$ cat src/common/pwm_pkg.sv
`default_nettype none

package pwm_pkg;

    localparam int unsigned TW = 16;

    // Register indexes; byte address is index times four
    localparam logic [3:0] IDX_CTRL   = 4'h0;
    localparam logic [3:0] IDX_P0_C0  = 4'h1;
    localparam logic [3:0] IDX_P0_C1  = 4'h2;
    localparam logic [3:0] IDX_P0_C2  = 4'h3;
    localparam logic [3:0] IDX_P0_LEN = 4'h4;
    localparam logic [3:0] IDX_P1_C0  = 4'h5;
    localparam logic [3:0] IDX_P1_C1  = 4'h6;
    localparam logic [3:0] IDX_P1_C2  = 4'h7;
    localparam logic [3:0] IDX_P1_LEN = 4'h8;
    localparam logic [3:0] IDX_S_C0   = 4'h9;
    localparam logic [3:0] IDX_S_C1   = 4'ha;
    localparam logic [3:0] IDX_S_LEN  = 4'hb;
    localparam logic [3:0] IDX_ICLR   = 4'hc;
    localparam logic [3:0] IDX_MASK   = 4'hd;

    // Control register field positions
    localparam int unsigned CB_HMODE = 1;
    localparam int unsigned CB_DIR   = 2;
    localparam int unsigned CB_LCOMP = 3;
    localparam int unsigned CB_HOFF  = 4;
    localparam int unsigned CB_POINV = 5;
    localparam int unsigned CB_PRE   = 6;
    localparam int unsigned CB_ENA   = 9;
    localparam int unsigned CB_INV1  = 11;
    localparam int unsigned CB_INV3  = 12;

    localparam logic [15:0] CTRL_RESET  = 16'h0012;
    localparam logic [3:0]  HOFF_LEVELS = 4'h5;
    localparam logic [1:0]  RESP_OKAY   = 2'h0;
    localparam logic [1:0]  RESP_SLVERR = 2'h2;

endpackage

`default_nettype wire

$ cat src/common/chan_if.sv
`timescale 1ns/1ps
`default_nettype none

interface chan_if;
    logic        tick;
    logic [15:0] len;
    logic [15:0] cmp_first;
    logic [15:0] cmp_second;
    logic [15:0] cmp_third;
    logic        hi;
    logic        lo;
    logic        wrap;
    logic        load;

    modport ctl (output tick, len, cmp_first, cmp_second, cmp_third,
                 input hi, lo, wrap, load);
    modport gen (input tick, len, cmp_first, cmp_second, cmp_third,
                 output hi, lo, wrap, load);
endinterface

`default_nettype wire

$ cat src/hw/pwm_prescaler.sv
`timescale 1ns/1ps
`default_nettype none

module pwm_prescaler
    import pwm_pkg::*;
(
    input  wire logic       clk,   // Core clock
    input  wire logic       rst_n, // Async reset
    input  wire logic [2:0] sel,   // Divide select
    output logic            tick   // One pulse per divided period
);
    typedef struct packed {
        logic [7:0] cnt;
        logic       tick;
    } div_s;

    div_s       s_q;
    div_s       s_d;
    logic [7:0] mask;

    always_comb begin
        mask = 8'((9'h002 << sel) - 9'h001);
        s_d.cnt = s_q.cnt + 8'h01;
        s_d.tick = (s_q.cnt & mask) == mask;
    end

    always_ff @(posedge clk or negedge rst_n) begin
        if (!rst_n) begin
            s_q <= '0;
        end else begin
            s_q <= s_d;
        end
    end

    assign tick = s_q.tick;
endmodule

`default_nettype wire

$ cat src/hw/pwm_pair.sv
`timescale 1ns/1ps
`default_nettype none

module pwm_pair
    import pwm_pkg::*;
(
    input  wire logic clk,   // Core clock
    input  wire logic rst_n, // Async reset
    chan_if.gen       ch     // Timer settings and waveforms
);
    typedef struct packed {
        logic [15:0] cnt;
        logic        hi;
        logic        lo;
        logic        wrap;
        logic        load;
    } pair_s;

    pair_s       s_q;
    pair_s       s_d;
    logic [15:0] nxt;

    always_comb begin
        s_d = s_q;
        s_d.wrap = 1'b0;
        s_d.load = 1'b0;
        nxt = (s_q.cnt == ch.len) ? 16'h0000 : s_q.cnt + 16'h0001;
        if (ch.tick) begin
            s_d.cnt = nxt;
            s_d.wrap = s_q.cnt == ch.len;
            s_d.load = (s_q.cnt == 16'h0000) && (nxt == 16'h0001);
            // Falling edge wins if both compares hit together
            if (nxt == ch.cmp_second) begin
                s_d.hi = 1'b0;
            end else if (nxt == ch.cmp_first) begin
                s_d.hi = 1'b1;
            end
            if (nxt == ch.cmp_third || (s_q.hi && !s_d.hi)) begin
                s_d.lo = 1'b0;
            end else if (nxt == ch.len) begin
                s_d.lo = 1'b1;
            end
        end
    end

    always_ff @(posedge clk or negedge rst_n) begin
        if (!rst_n) begin
            s_q <= '0;
        end else begin
            s_q <= s_d;
        end
    end

    assign ch.hi = s_q.hi;
    assign ch.lo = s_q.lo;
    assign ch.wrap = s_q.wrap;
    assign ch.load = s_q.load;
endmodule

`default_nettype wire

$ cat src/hw/hbridge_pwm_generator.sv
// Functional notes
// - Five PWM outputs, usable for an H-bridge or as plain PWM.
// - After reset the block sits in H-bridge mode with the motor off.
// - Standard mode groups outputs into two pairs plus the fifth output, each with one period.
// - Software sets each pair's period and each output's duty.
// - Timer clock is core clock divided by 2 up to 256.
// - Each pair's period comes from its period-length register.
// - Waveforms come from comparing a 16-bit timer with compare values.
// - High side rises at first compare, falls at second compare.
// - Low side rises when the timer reaches the period length.
// - Low side falls at third compare or when high side falls.
// - Pairs have three compares and a length; fifth output two and a length.
// - Prescale code 000 divides by 2, rising to 111 for 256.
//
// Implementation choices: the address map and the AXI4-Lite interface to the registers.
`timescale 1ns/1ps
`default_nettype none

module hbridge_pwm_generator
    import pwm_pkg::*;
(
    input  wire logic        clk,           // 40 MHz core clock
    input  wire logic        rst_n,         // Async reset
    input  wire logic [7:0]  s_axi_awaddr,  // Write address
    input  wire logic        s_axi_awvalid, // Write address valid
    output logic             s_axi_awready, // Write address ready
    input  wire logic [31:0] s_axi_wdata,   // Write data
    input  wire logic [3:0]  s_axi_wstrb,   // Write byte strobes
    input  wire logic        s_axi_wvalid,  // Write data valid
    output logic             s_axi_wready,  // Write data ready
    output logic [1:0]       s_axi_bresp,   // Write response
    output logic             s_axi_bvalid,  // Write response valid
    input  wire logic        s_axi_bready,  // Write response ready
    input  wire logic [7:0]  s_axi_araddr,  // Read address
    input  wire logic        s_axi_arvalid, // Read address valid
    output logic             s_axi_arready, // Read address ready
    output logic [31:0]      s_axi_rdata,   // Read data
    output logic [1:0]       s_axi_rresp,   // Read response
    output logic             s_axi_rvalid,  // Read data valid
    input  wire logic        s_axi_rready,  // Read data ready
    output logic [4:0]       pwm_out,       // PWM pins
    output logic             irq            // Level interrupt
);
    typedef enum logic [1:0] {
        WR_IDLE = 2'b01,
        WR_RESP = 2'b10
    } wr_e;

    typedef struct packed {
        wr_e               wst;
        logic              aw_got;
        logic              w_got;
        logic [7:0]        awaddr;
        logic [31:0]       wdata;
        logic [3:0]        wstrb;
        logic              bvalid;
        logic [1:0]        bresp;
        logic              rvalid;
        logic [31:0]       rdata;
        logic [1:0]        rresp;
        logic [11:0][15:0] regs;
        logic [2:0][2:0][15:0] act;
        logic [2:0]        stat;
        logic [2:0]        mask;
        logic [4:0]        out;
        logic              irq;
    } top_s;

    top_s       s_q;
    top_s       s_d;
    logic       tick;
    logic [3:0] widx;
    logic [3:0] ridx;
    logic [4:0] o;
    logic [15:0] ctrl;

    chan_if p0 ();
    chan_if p1 ();
    chan_if sg ();

    function automatic logic addr_ok(input logic [7:0] a);
        return (a[7:6] == 2'b00) && (a[5:2] <= IDX_MASK);
    endfunction

    function automatic logic [15:0] merge(input logic [15:0] old,
                                          input logic [31:0] data,
                                          input logic [3:0]  strb);
        logic [15:0] r;
        r[15:8] = strb[1] ? data[15:8] : old[15:8];
        r[7:0] = strb[0] ? data[7:0] : old[7:0];
        return r;
    endfunction

    pwm_prescaler u_presc (
        .clk   (clk),
        .rst_n (rst_n),
        .sel   (s_q.regs[IDX_CTRL][CB_PRE +: 3]),
        .tick  (tick)
    );

    pwm_pair u_pair0 (
        .clk   (clk),
        .rst_n (rst_n),
        .ch    (p0)
    );

    pwm_pair u_pair1 (
        .clk   (clk),
        .rst_n (rst_n),
        .ch    (p1)
    );

    pwm_pair u_single (
        .clk   (clk),
        .rst_n (rst_n),
        .ch    (sg)
    );

    // Lengths act at once; compares go through the load copies
    assign p0.tick = tick;
    assign p0.len = s_q.regs[IDX_P0_LEN];
    assign p0.cmp_first = s_q.act[0][0];
    assign p0.cmp_second = s_q.act[0][1];
    assign p0.cmp_third = s_q.act[0][2];

    assign p1.tick = tick;
    assign p1.len = s_q.regs[IDX_P1_LEN];
    assign p1.cmp_first = s_q.act[1][0];
    assign p1.cmp_second = s_q.act[1][1];
    assign p1.cmp_third = s_q.act[1][2];

    assign sg.tick = tick;
    assign sg.len = s_q.regs[IDX_S_LEN];
    assign sg.cmp_first = s_q.act[2][0];
    assign sg.cmp_second = s_q.act[2][1];
    assign sg.cmp_third = s_q.act[2][2];

    assign ctrl = s_q.regs[IDX_CTRL];

    always_comb begin
        s_d = s_q;
        widx = 4'h0;
        ridx = s_axi_araddr[5:2];
        o = 5'h00;

        if (s_axi_awvalid && s_axi_awready) begin
            s_d.aw_got = 1'b1;
            s_d.awaddr = s_axi_awaddr;
        end
        if (s_axi_wvalid && s_axi_wready) begin
            s_d.w_got = 1'b1;
            s_d.wdata = s_axi_wdata;
            s_d.wstrb = s_axi_wstrb;
        end

        case (s_q.wst)
            WR_IDLE: begin
                if (s_d.aw_got && s_d.w_got) begin
                    widx = s_d.awaddr[5:2];
                    s_d.aw_got = 1'b0;
                    s_d.w_got = 1'b0;
                    s_d.bvalid = 1'b1;
                    s_d.wst = WR_RESP;
                    s_d.bresp = RESP_SLVERR;
                    if (addr_ok(s_d.awaddr)) begin
                        s_d.bresp = RESP_OKAY;
                        if (widx == IDX_ICLR) begin
                            if (s_d.wstrb[0]) begin
                                s_d.stat = s_q.stat & ~s_d.wdata[2:0];
                            end
                        end else if (widx == IDX_MASK) begin
                            if (s_d.wstrb[0]) begin
                                s_d.mask = s_d.wdata[2:0];
                            end
                        end else begin
                            s_d.regs[widx] = merge(s_q.regs[widx], s_d.wdata,
                                                   s_d.wstrb);
                        end
                    end
                end
            end
            WR_RESP: begin
                if (s_axi_bready) begin
                    s_d.bvalid = 1'b0;
                    s_d.wst = WR_IDLE;
                end
            end
            default: begin
                s_d.bvalid = 1'b0;
                s_d.wst = WR_IDLE;
            end
        endcase

        if (s_axi_arvalid && s_axi_arready) begin
            s_d.rvalid = 1'b1;
            s_d.rdata = 32'h0000_0000;
            s_d.rresp = RESP_SLVERR;
            if (addr_ok(s_axi_araddr)) begin
                s_d.rresp = RESP_OKAY;
                if (ridx == IDX_ICLR) begin
                    s_d.rdata[2:0] = s_q.stat;
                end else if (ridx == IDX_MASK) begin
                    s_d.rdata[2:0] = s_q.mask;
                end else begin
                    s_d.rdata[15:0] = s_q.regs[ridx];
                end
            end
        end else if (s_q.rvalid && s_axi_rready) begin
            s_d.rvalid = 1'b0;
        end

        // Set after clear, so a period end in the clearing cycle survives
        s_d.stat = s_d.stat | {sg.wrap, p1.wrap, p0.wrap};
        s_d.irq = |(s_d.stat & s_d.mask);

        // Compares only change at a period start, avoiding torn pulses
        if (ctrl[CB_LCOMP]) begin
            if (p0.load) begin
                s_d.act[0] = {s_q.regs[IDX_P0_C2], s_q.regs[IDX_P0_C1],
                              s_q.regs[IDX_P0_C0]};
            end
            if (p1.load) begin
                s_d.act[1] = {s_q.regs[IDX_P1_C2], s_q.regs[IDX_P1_C1],
                              s_q.regs[IDX_P1_C0]};
            end
            if (sg.load) begin
                s_d.act[2] = {16'h0000, s_q.regs[IDX_S_C1],
                              s_q.regs[IDX_S_C0]};
            end
        end

        if (ctrl[CB_HMODE]) begin
            if (ctrl[CB_HOFF]) begin
                o[3:0] = HOFF_LEVELS;
            end else if (!ctrl[CB_ENA]) begin
                o[3:0] = 4'h0;
            end else if (ctrl[CB_DIR]) begin
                o[3:0] = {2'b00, p0.lo, p0.hi};
            end else begin
                o[3:0] = {p1.lo, p1.hi, 2'b00};
            end
        end else begin
            o[3:0] = {p1.lo, p1.hi, p0.lo, p0.hi};
        end
        o[4] = sg.hi;
        o[1] = o[1] ^ ctrl[CB_INV1];
        o[3] = o[3] ^ ctrl[CB_INV3];
        if (ctrl[CB_POINV]) begin
            o = ~o;
        end
        s_d.out = o;
    end

    always_ff @(posedge clk or negedge rst_n) begin
        if (!rst_n) begin
            s_q <= '0;
            s_q.wst <= WR_IDLE;
            s_q.regs[IDX_CTRL] <= CTRL_RESET;
        end else begin
            s_q <= s_d;
        end
    end

    assign s_axi_awready = (s_q.wst == WR_IDLE) && !s_q.aw_got;
    assign s_axi_wready = (s_q.wst == WR_IDLE) && !s_q.w_got;
    assign s_axi_bvalid = s_q.bvalid;
    assign s_axi_bresp = s_q.bresp;
    assign s_axi_arready = !s_q.rvalid;
    assign s_axi_rvalid = s_q.rvalid;
    assign s_axi_rdata = s_q.rdata;
    assign s_axi_rresp = s_q.rresp;
    assign pwm_out = s_q.out;
    assign irq = s_q.irq;
endmodule

`default_nettype wire

$ cat config.mk
export PLATFORM = sky130hd
export DESIGN_NAME = hbridge_pwm_generator
export DESIGN_NICKNAME = d
export VERILOG_FILES = /design/src/common/pwm_pkg.sv /design/src/common/chan_if.sv /design/src/hw/pwm_prescaler.sv /design/src/hw/pwm_pair.sv /design/src/hw/hbridge_pwm_generator.sv
export SDC_FILE = /design/constraint.sdc
export NUM_CORES = 1
export LEC_CHECK = 0
export BUFFER_PORTS_ARGS = -buffer_cell sky130_fd_sc_hd__buf_2
export CORE_ASPECT_RATIO = 1.75
export CORE_MARGIN = 2
export CORE_UTILIZATION = 60
export CTS_CLUSTER_SIZE = 28
export DETAILED_ROUTE_END_ITERATION = 6
export PLACE_DENSITY = 0.82
export SLEW_MARGIN = 5
export SYNTH_ARGS = -nofsm -noshare
export SYNTH_HDL_FRONTEND = slang
export SYNTH_SLANG_ARGS = --single-unit
$ cat constraint.sdc
create_clock -name clk -period 3.9 [get_ports clk]
set_input_delay 0.39 -clock clk [delete_from_list [all_inputs] [get_ports clk]]
set_output_delay 0.39 -clock clk [all_outputs]
set_load 0.03 [all_outputs]
==> run summary <==
### Floorplan
• 0.6065 — Initial Utilization
• 106 — count of pins on the block boundary
• 160.8 um — Die Span X
• 100 — # rows
• 278.3 um — die boundary height
• 0.04254 mm2 — floorplan core area
• 0.04474 mm2 — Die Area

### Placed design
• 65 — IO Port Bufs
• 0.02656 mm2 — Placed Instance Area
• 59,370 um — half-perimeter wire length after detailed placement
• 229.2 ps — Setup WS pre-CTS
• 0.9966 — RD Place Congestion

### Clock tree
• 570 ps — Clk Latency, worst-skew pair
• sky130_fd_sc_hd__clkbuf_16 — root buf cell
• 42 — CTS buffer count
• yes — TritonCTS clock tree
• 60 ps — register clock-pin slew on the reported worst setup and hold paths
• 447 — CTS sink count
• 2 — H-tree levels
• 0 — # resized after CTS
• 3 — Longest Clk Path Bufs

### Cells and area
• 0.01331 mm2 — area used by multi-input combinational logic
• 0.01119 mm2 — register area
• 8.327% — relative area change from synthesis to final layout
• 0.02795 mm2 — post-route cell area
• 0.2050 — proportion of layout cells with a drive suffix above 1
• 2,574 — count of nets after finishing
• 3,215 — number of inserted filler cells in the final layout
• 0 — # diodes

### Detailed routing
• 2,481 — Initial DRC Count
• 0 — DRC violations left
• 7 — number of search-and-repair iterations in the first detailed-routing pass
• 81,700 um — WL final
• 6.833 — vias per cell
• 21.16k — total via count after detailed routing
• 0 — count of antenna-violating nets left after detailed routing
• 26.38 um — Wirelength per Cell

### Logic synthesis
• 93 — number of distinct library cells after synthesis
• 0 — number of enable flip-flop cells after synthesis
• 0.02580 mm2 — Post-Syn Area
• 0 — total of warnings raised by yosys
• sky130_fd_sc_hd__dfrtp_1 — library cell occupying the most area in the post-synthesis netlist
• sky130_fd_sc_hd__dfrtp_1, sky130_fd_sc_hd__nand2_1, sky130_fd_sc_hd__o21ai_1, sky130_fd_sc_hd__mux2_2, sky130_fd_sc_hd__xnor2_1 — leading cell types by count after synthesis
• sky130_fd_sc_hd__dfrtp_1, sky130_fd_sc_hd__mux2_2, sky130_fd_sc_hd__mux4_2 — most area-consuming cells after synthesis
• 0.4337 — register area share after synthesis
• 2,520 — gate count of the mapped netlist
• sky130_fd_sc_hd__dfrtp_1 — leading cell type by number of instances after synthesis
• sky130_fd_sc_hd__dfrtp_1 — Post-synth top flop
• 1.000 — async set-reset flop share out of synthesis
• 447 — number of register bits inferred by synthesis
• 10.24 um2 — post-synthesis average cell area
• 0.4306 — top-area cell type share of the netlist area

### Global routing
• 0 — global-route congestion overflow total
• 124,900 um — wire length of the first global-routing pass
• 1 — antenna violations before repair
• 20.94k — via count of the first global-routing pass
• 126 — pin count of the biggest net entering global routing
• 0.3688 — total global-route track usage

### STA
• 0.9764 — post-route fraction of the period consumed by the critical path
• false — RSZ-0062 raised after global routing
• 3808 ps — Min Clock Period, post-route
• 0.08767 — worst slew margin relative to its limit
• 92.05 ps — post-layout worst setup margin
• 25.05 ps — worst-case clock skew
• 0.2626 GHz — highest achievable clock rate
• 0 — count of final max-slew check failures
• 0 — final count of negative-setup-slack endpoints
• 0 — final count of hold timing violations
• 0 ps — sum of negative setup slack
• 1330 ps — Worst-Margin Slew

### Worst setup path
• reg2reg — start-to-end type of the worst setup path
• 4320 ps — WP data required
• s_q[178] — reg-to-reg endpoint
• flop — crit path capture type
• 31 — top fanout value on the critical path
• flop — startpoint types
• 90 ps — setup slack, reg-to-reg
• s_q[433] — worst reg2reg path startpoint
• 4230 ps — data arrival at the endpoint of the critical path
• 11 — FF-to-FF path depth

### Worst hold path
• 2 — Hold Path Depth
• s_axi_awaddr[6] — launch point of the worst hold path
• in2reg — kind of path behind the tightest hold check
• s_q[428] — hold endpoint

### Run status
• complete, no violations — result of the run

### Run
• 0 — number of max-cap violations

### Pwr
• 769.6 mW/mm2 — Power Dens Cells
• 12.34 nW — Lkg Pwr
• 456.2 uV — Peak supply drop

==> worst max-delay path by stage <==
stage	start	endpoint	slack (ps)	depth (start not counted)
finish	s_q[433]	s_q[178]	90	11
global route	s_q[432]	s_q[193]	40	12
CTS	s_q[432]	s_q[178]	220	12
detailed placement	s_axi_awvalid	s_q[313]	230	9
global placement	s_axi_awvalid	s_q[313]	360	9
floorplan	s_q[433]	p1.len[15]	1080	12
==> stage by stage <==
| step | total power, mW | hold slack, ps | util | cells |
|---|---|---|---|---|
| final | 21.51 | 86.01 | 0.6570 | 3097 |
| after detailed placement | 16.86 | 370.6 | 0.6244 | 3023 |
| after global placement | 16.46 | 361.4 | 0.6244 | 3023 |
| after CTS | 21.07 | 78.16 | 0.6570 | 3097 |
| after global routing | 22.27 | 90.82 | 0.6570 | 3097 |
| after floorplan | 13.18 | 94.41 | - | 2537 |
==> where the power goes <==
part           switching, mW  total, mW  internal (mW)
Combinational           6.05       9.71           3.66
Clock                   1.83       4.19           2.37
Sequential              1.79       7.61           5.82
==> sequential cells by signal, summed over array words and instances, names as in the netlist, 16 cells and up <==
signal,cells
s_axi_rdata,16
u_pair0.s_q,16
sg.len,16
sg.cmp_second,16
p0.cmp_first,16
p0.len,16
p1.cmp_second,16
u_pair1.s_q,16
p1.cmp_first,16
s_q,162
p0.cmp_third,16
p1.cmp_third,16
p0.cmp_second,16
ctrl,16
p1.len,16
sg.cmp_first,16
u_single.s_q,16
==> layout make-up <==
| class | count | area share |
|---|---|---|
| Tap cell | 561 | 0.02512 |
| Inverter | 61 | 0.008282 |
| Clock inverter | 18 | 0.007387 |
| Sequential cell | 447 | 0.4004 |
| Clock buffer | 54 | 0.04141 |
| Timing Repair Buffer | 163 | 0.04128 |
| Multi-Input combinational cell | 1793 | 0.4761 |
==> cells in the final DEF, fill, tap and decap left out, types with 8 or more instances in the layout <==
cell	count
sky130_fd_sc_hd__o21ai_0	104
sky130_fd_sc_hd__o21ai_1	186
sky130_fd_sc_hd__nand2_1	312
sky130_fd_sc_hd__mux4_2	67
sky130_fd_sc_hd__mux2_2	185
sky130_fd_sc_hd__or3_1	21
sky130_fd_sc_hd__o22ai_1	33
sky130_fd_sc_hd__a22o_1	14
sky130_fd_sc_hd__xor2_1	70
sky130_fd_sc_hd__o32ai_1	18
sky130_fd_sc_hd__clkbuf_16	43
sky130_fd_sc_hd__conb_1	18
sky130_fd_sc_hd__and3_1	8
sky130_fd_sc_hd__xnor2_1	109
sky130_fd_sc_hd__dfrtp_1	443
sky130_fd_sc_hd__buf_4	91
sky130_fd_sc_hd__a32oi_1	9
sky130_fd_sc_hd__a31oi_1	19
sky130_fd_sc_hd__o211ai_1	25
sky130_fd_sc_hd__inv_1	58
sky130_fd_sc_hd__clkinv_2	9
sky130_fd_sc_hd__nor4_1	33
sky130_fd_sc_hd__nand4b_1	9
sky130_fd_sc_hd__xnor3_1	8
sky130_fd_sc_hd__a21oi_1	53
sky130_fd_sc_hd__nor3b_1	10
sky130_fd_sc_hd__nor4b_1	15
sky130_fd_sc_hd__and4_1	9
sky130_fd_sc_hd__o31ai_1	11
sky130_fd_sc_hd__nand4_1	29
sky130_fd_sc_hd__nor3_1	34
sky130_fd_sc_hd__mux2i_1	100
sky130_fd_sc_hd__nor2_1	81
sky130_fd_sc_hd__nand3_1	68
sky130_fd_sc_hd__buf_2	63
==> metal layers <==
layer / global-route usage / vias up / wire [um]
met1: 0.4129 / 10410 / 26770
met2: 0.6117 / 1247 / 39380
li1: - / 9062 / -
met4: 0.3320 / 2 / 9438
met3: 0.04963 / 442 / 6108
met5: 0 / - / 12
==> timing repair <==
action | CTS | global route
hold buffers | 2 | 0
buffers inserted | 0 | 0
endpoints found under the hold margin | 57 | 0
==> worst max-delay path, stage by stage, from the launching register on <==
cell	delay, ps
sky130_fd_sc_hd__dfrtp_1	470
sky130_fd_sc_hd__nor4bb_2	310
sky130_fd_sc_hd__buf_4	260
sky130_fd_sc_hd__mux2i_4	100
sky130_fd_sc_hd__inv_4	400
sky130_fd_sc_hd__buf_4	270
sky130_fd_sc_hd__mux2_2	340
sky130_fd_sc_hd__o211ai_1	530
sky130_fd_sc_hd__a21oi_1	170
sky130_fd_sc_hd__o22ai_1	380
sky130_fd_sc_hd__buf_4	290
sky130_fd_sc_hd__o21ai_1	110
==> cell families (layout without fill, tap and decap cells) <==
group                    after synthesis  count (layout)  share of synthesized area
AO/OA/AOI/OAI                        527             527                     0.1222
buffers and inverters                297             296                    0.05456
AND/OR/NAND/NOR                      698             698                     0.1377
XOR/XNOR                             189             189                    0.06901
other                                  1              18                  0.0001454
multiplexers                         354             354                     0.1793
flip-flops                           447             447                     0.4337
adder cells (fa/ha/maj)                7               7                   0.003395
Power figures use the tool's default switching activity.
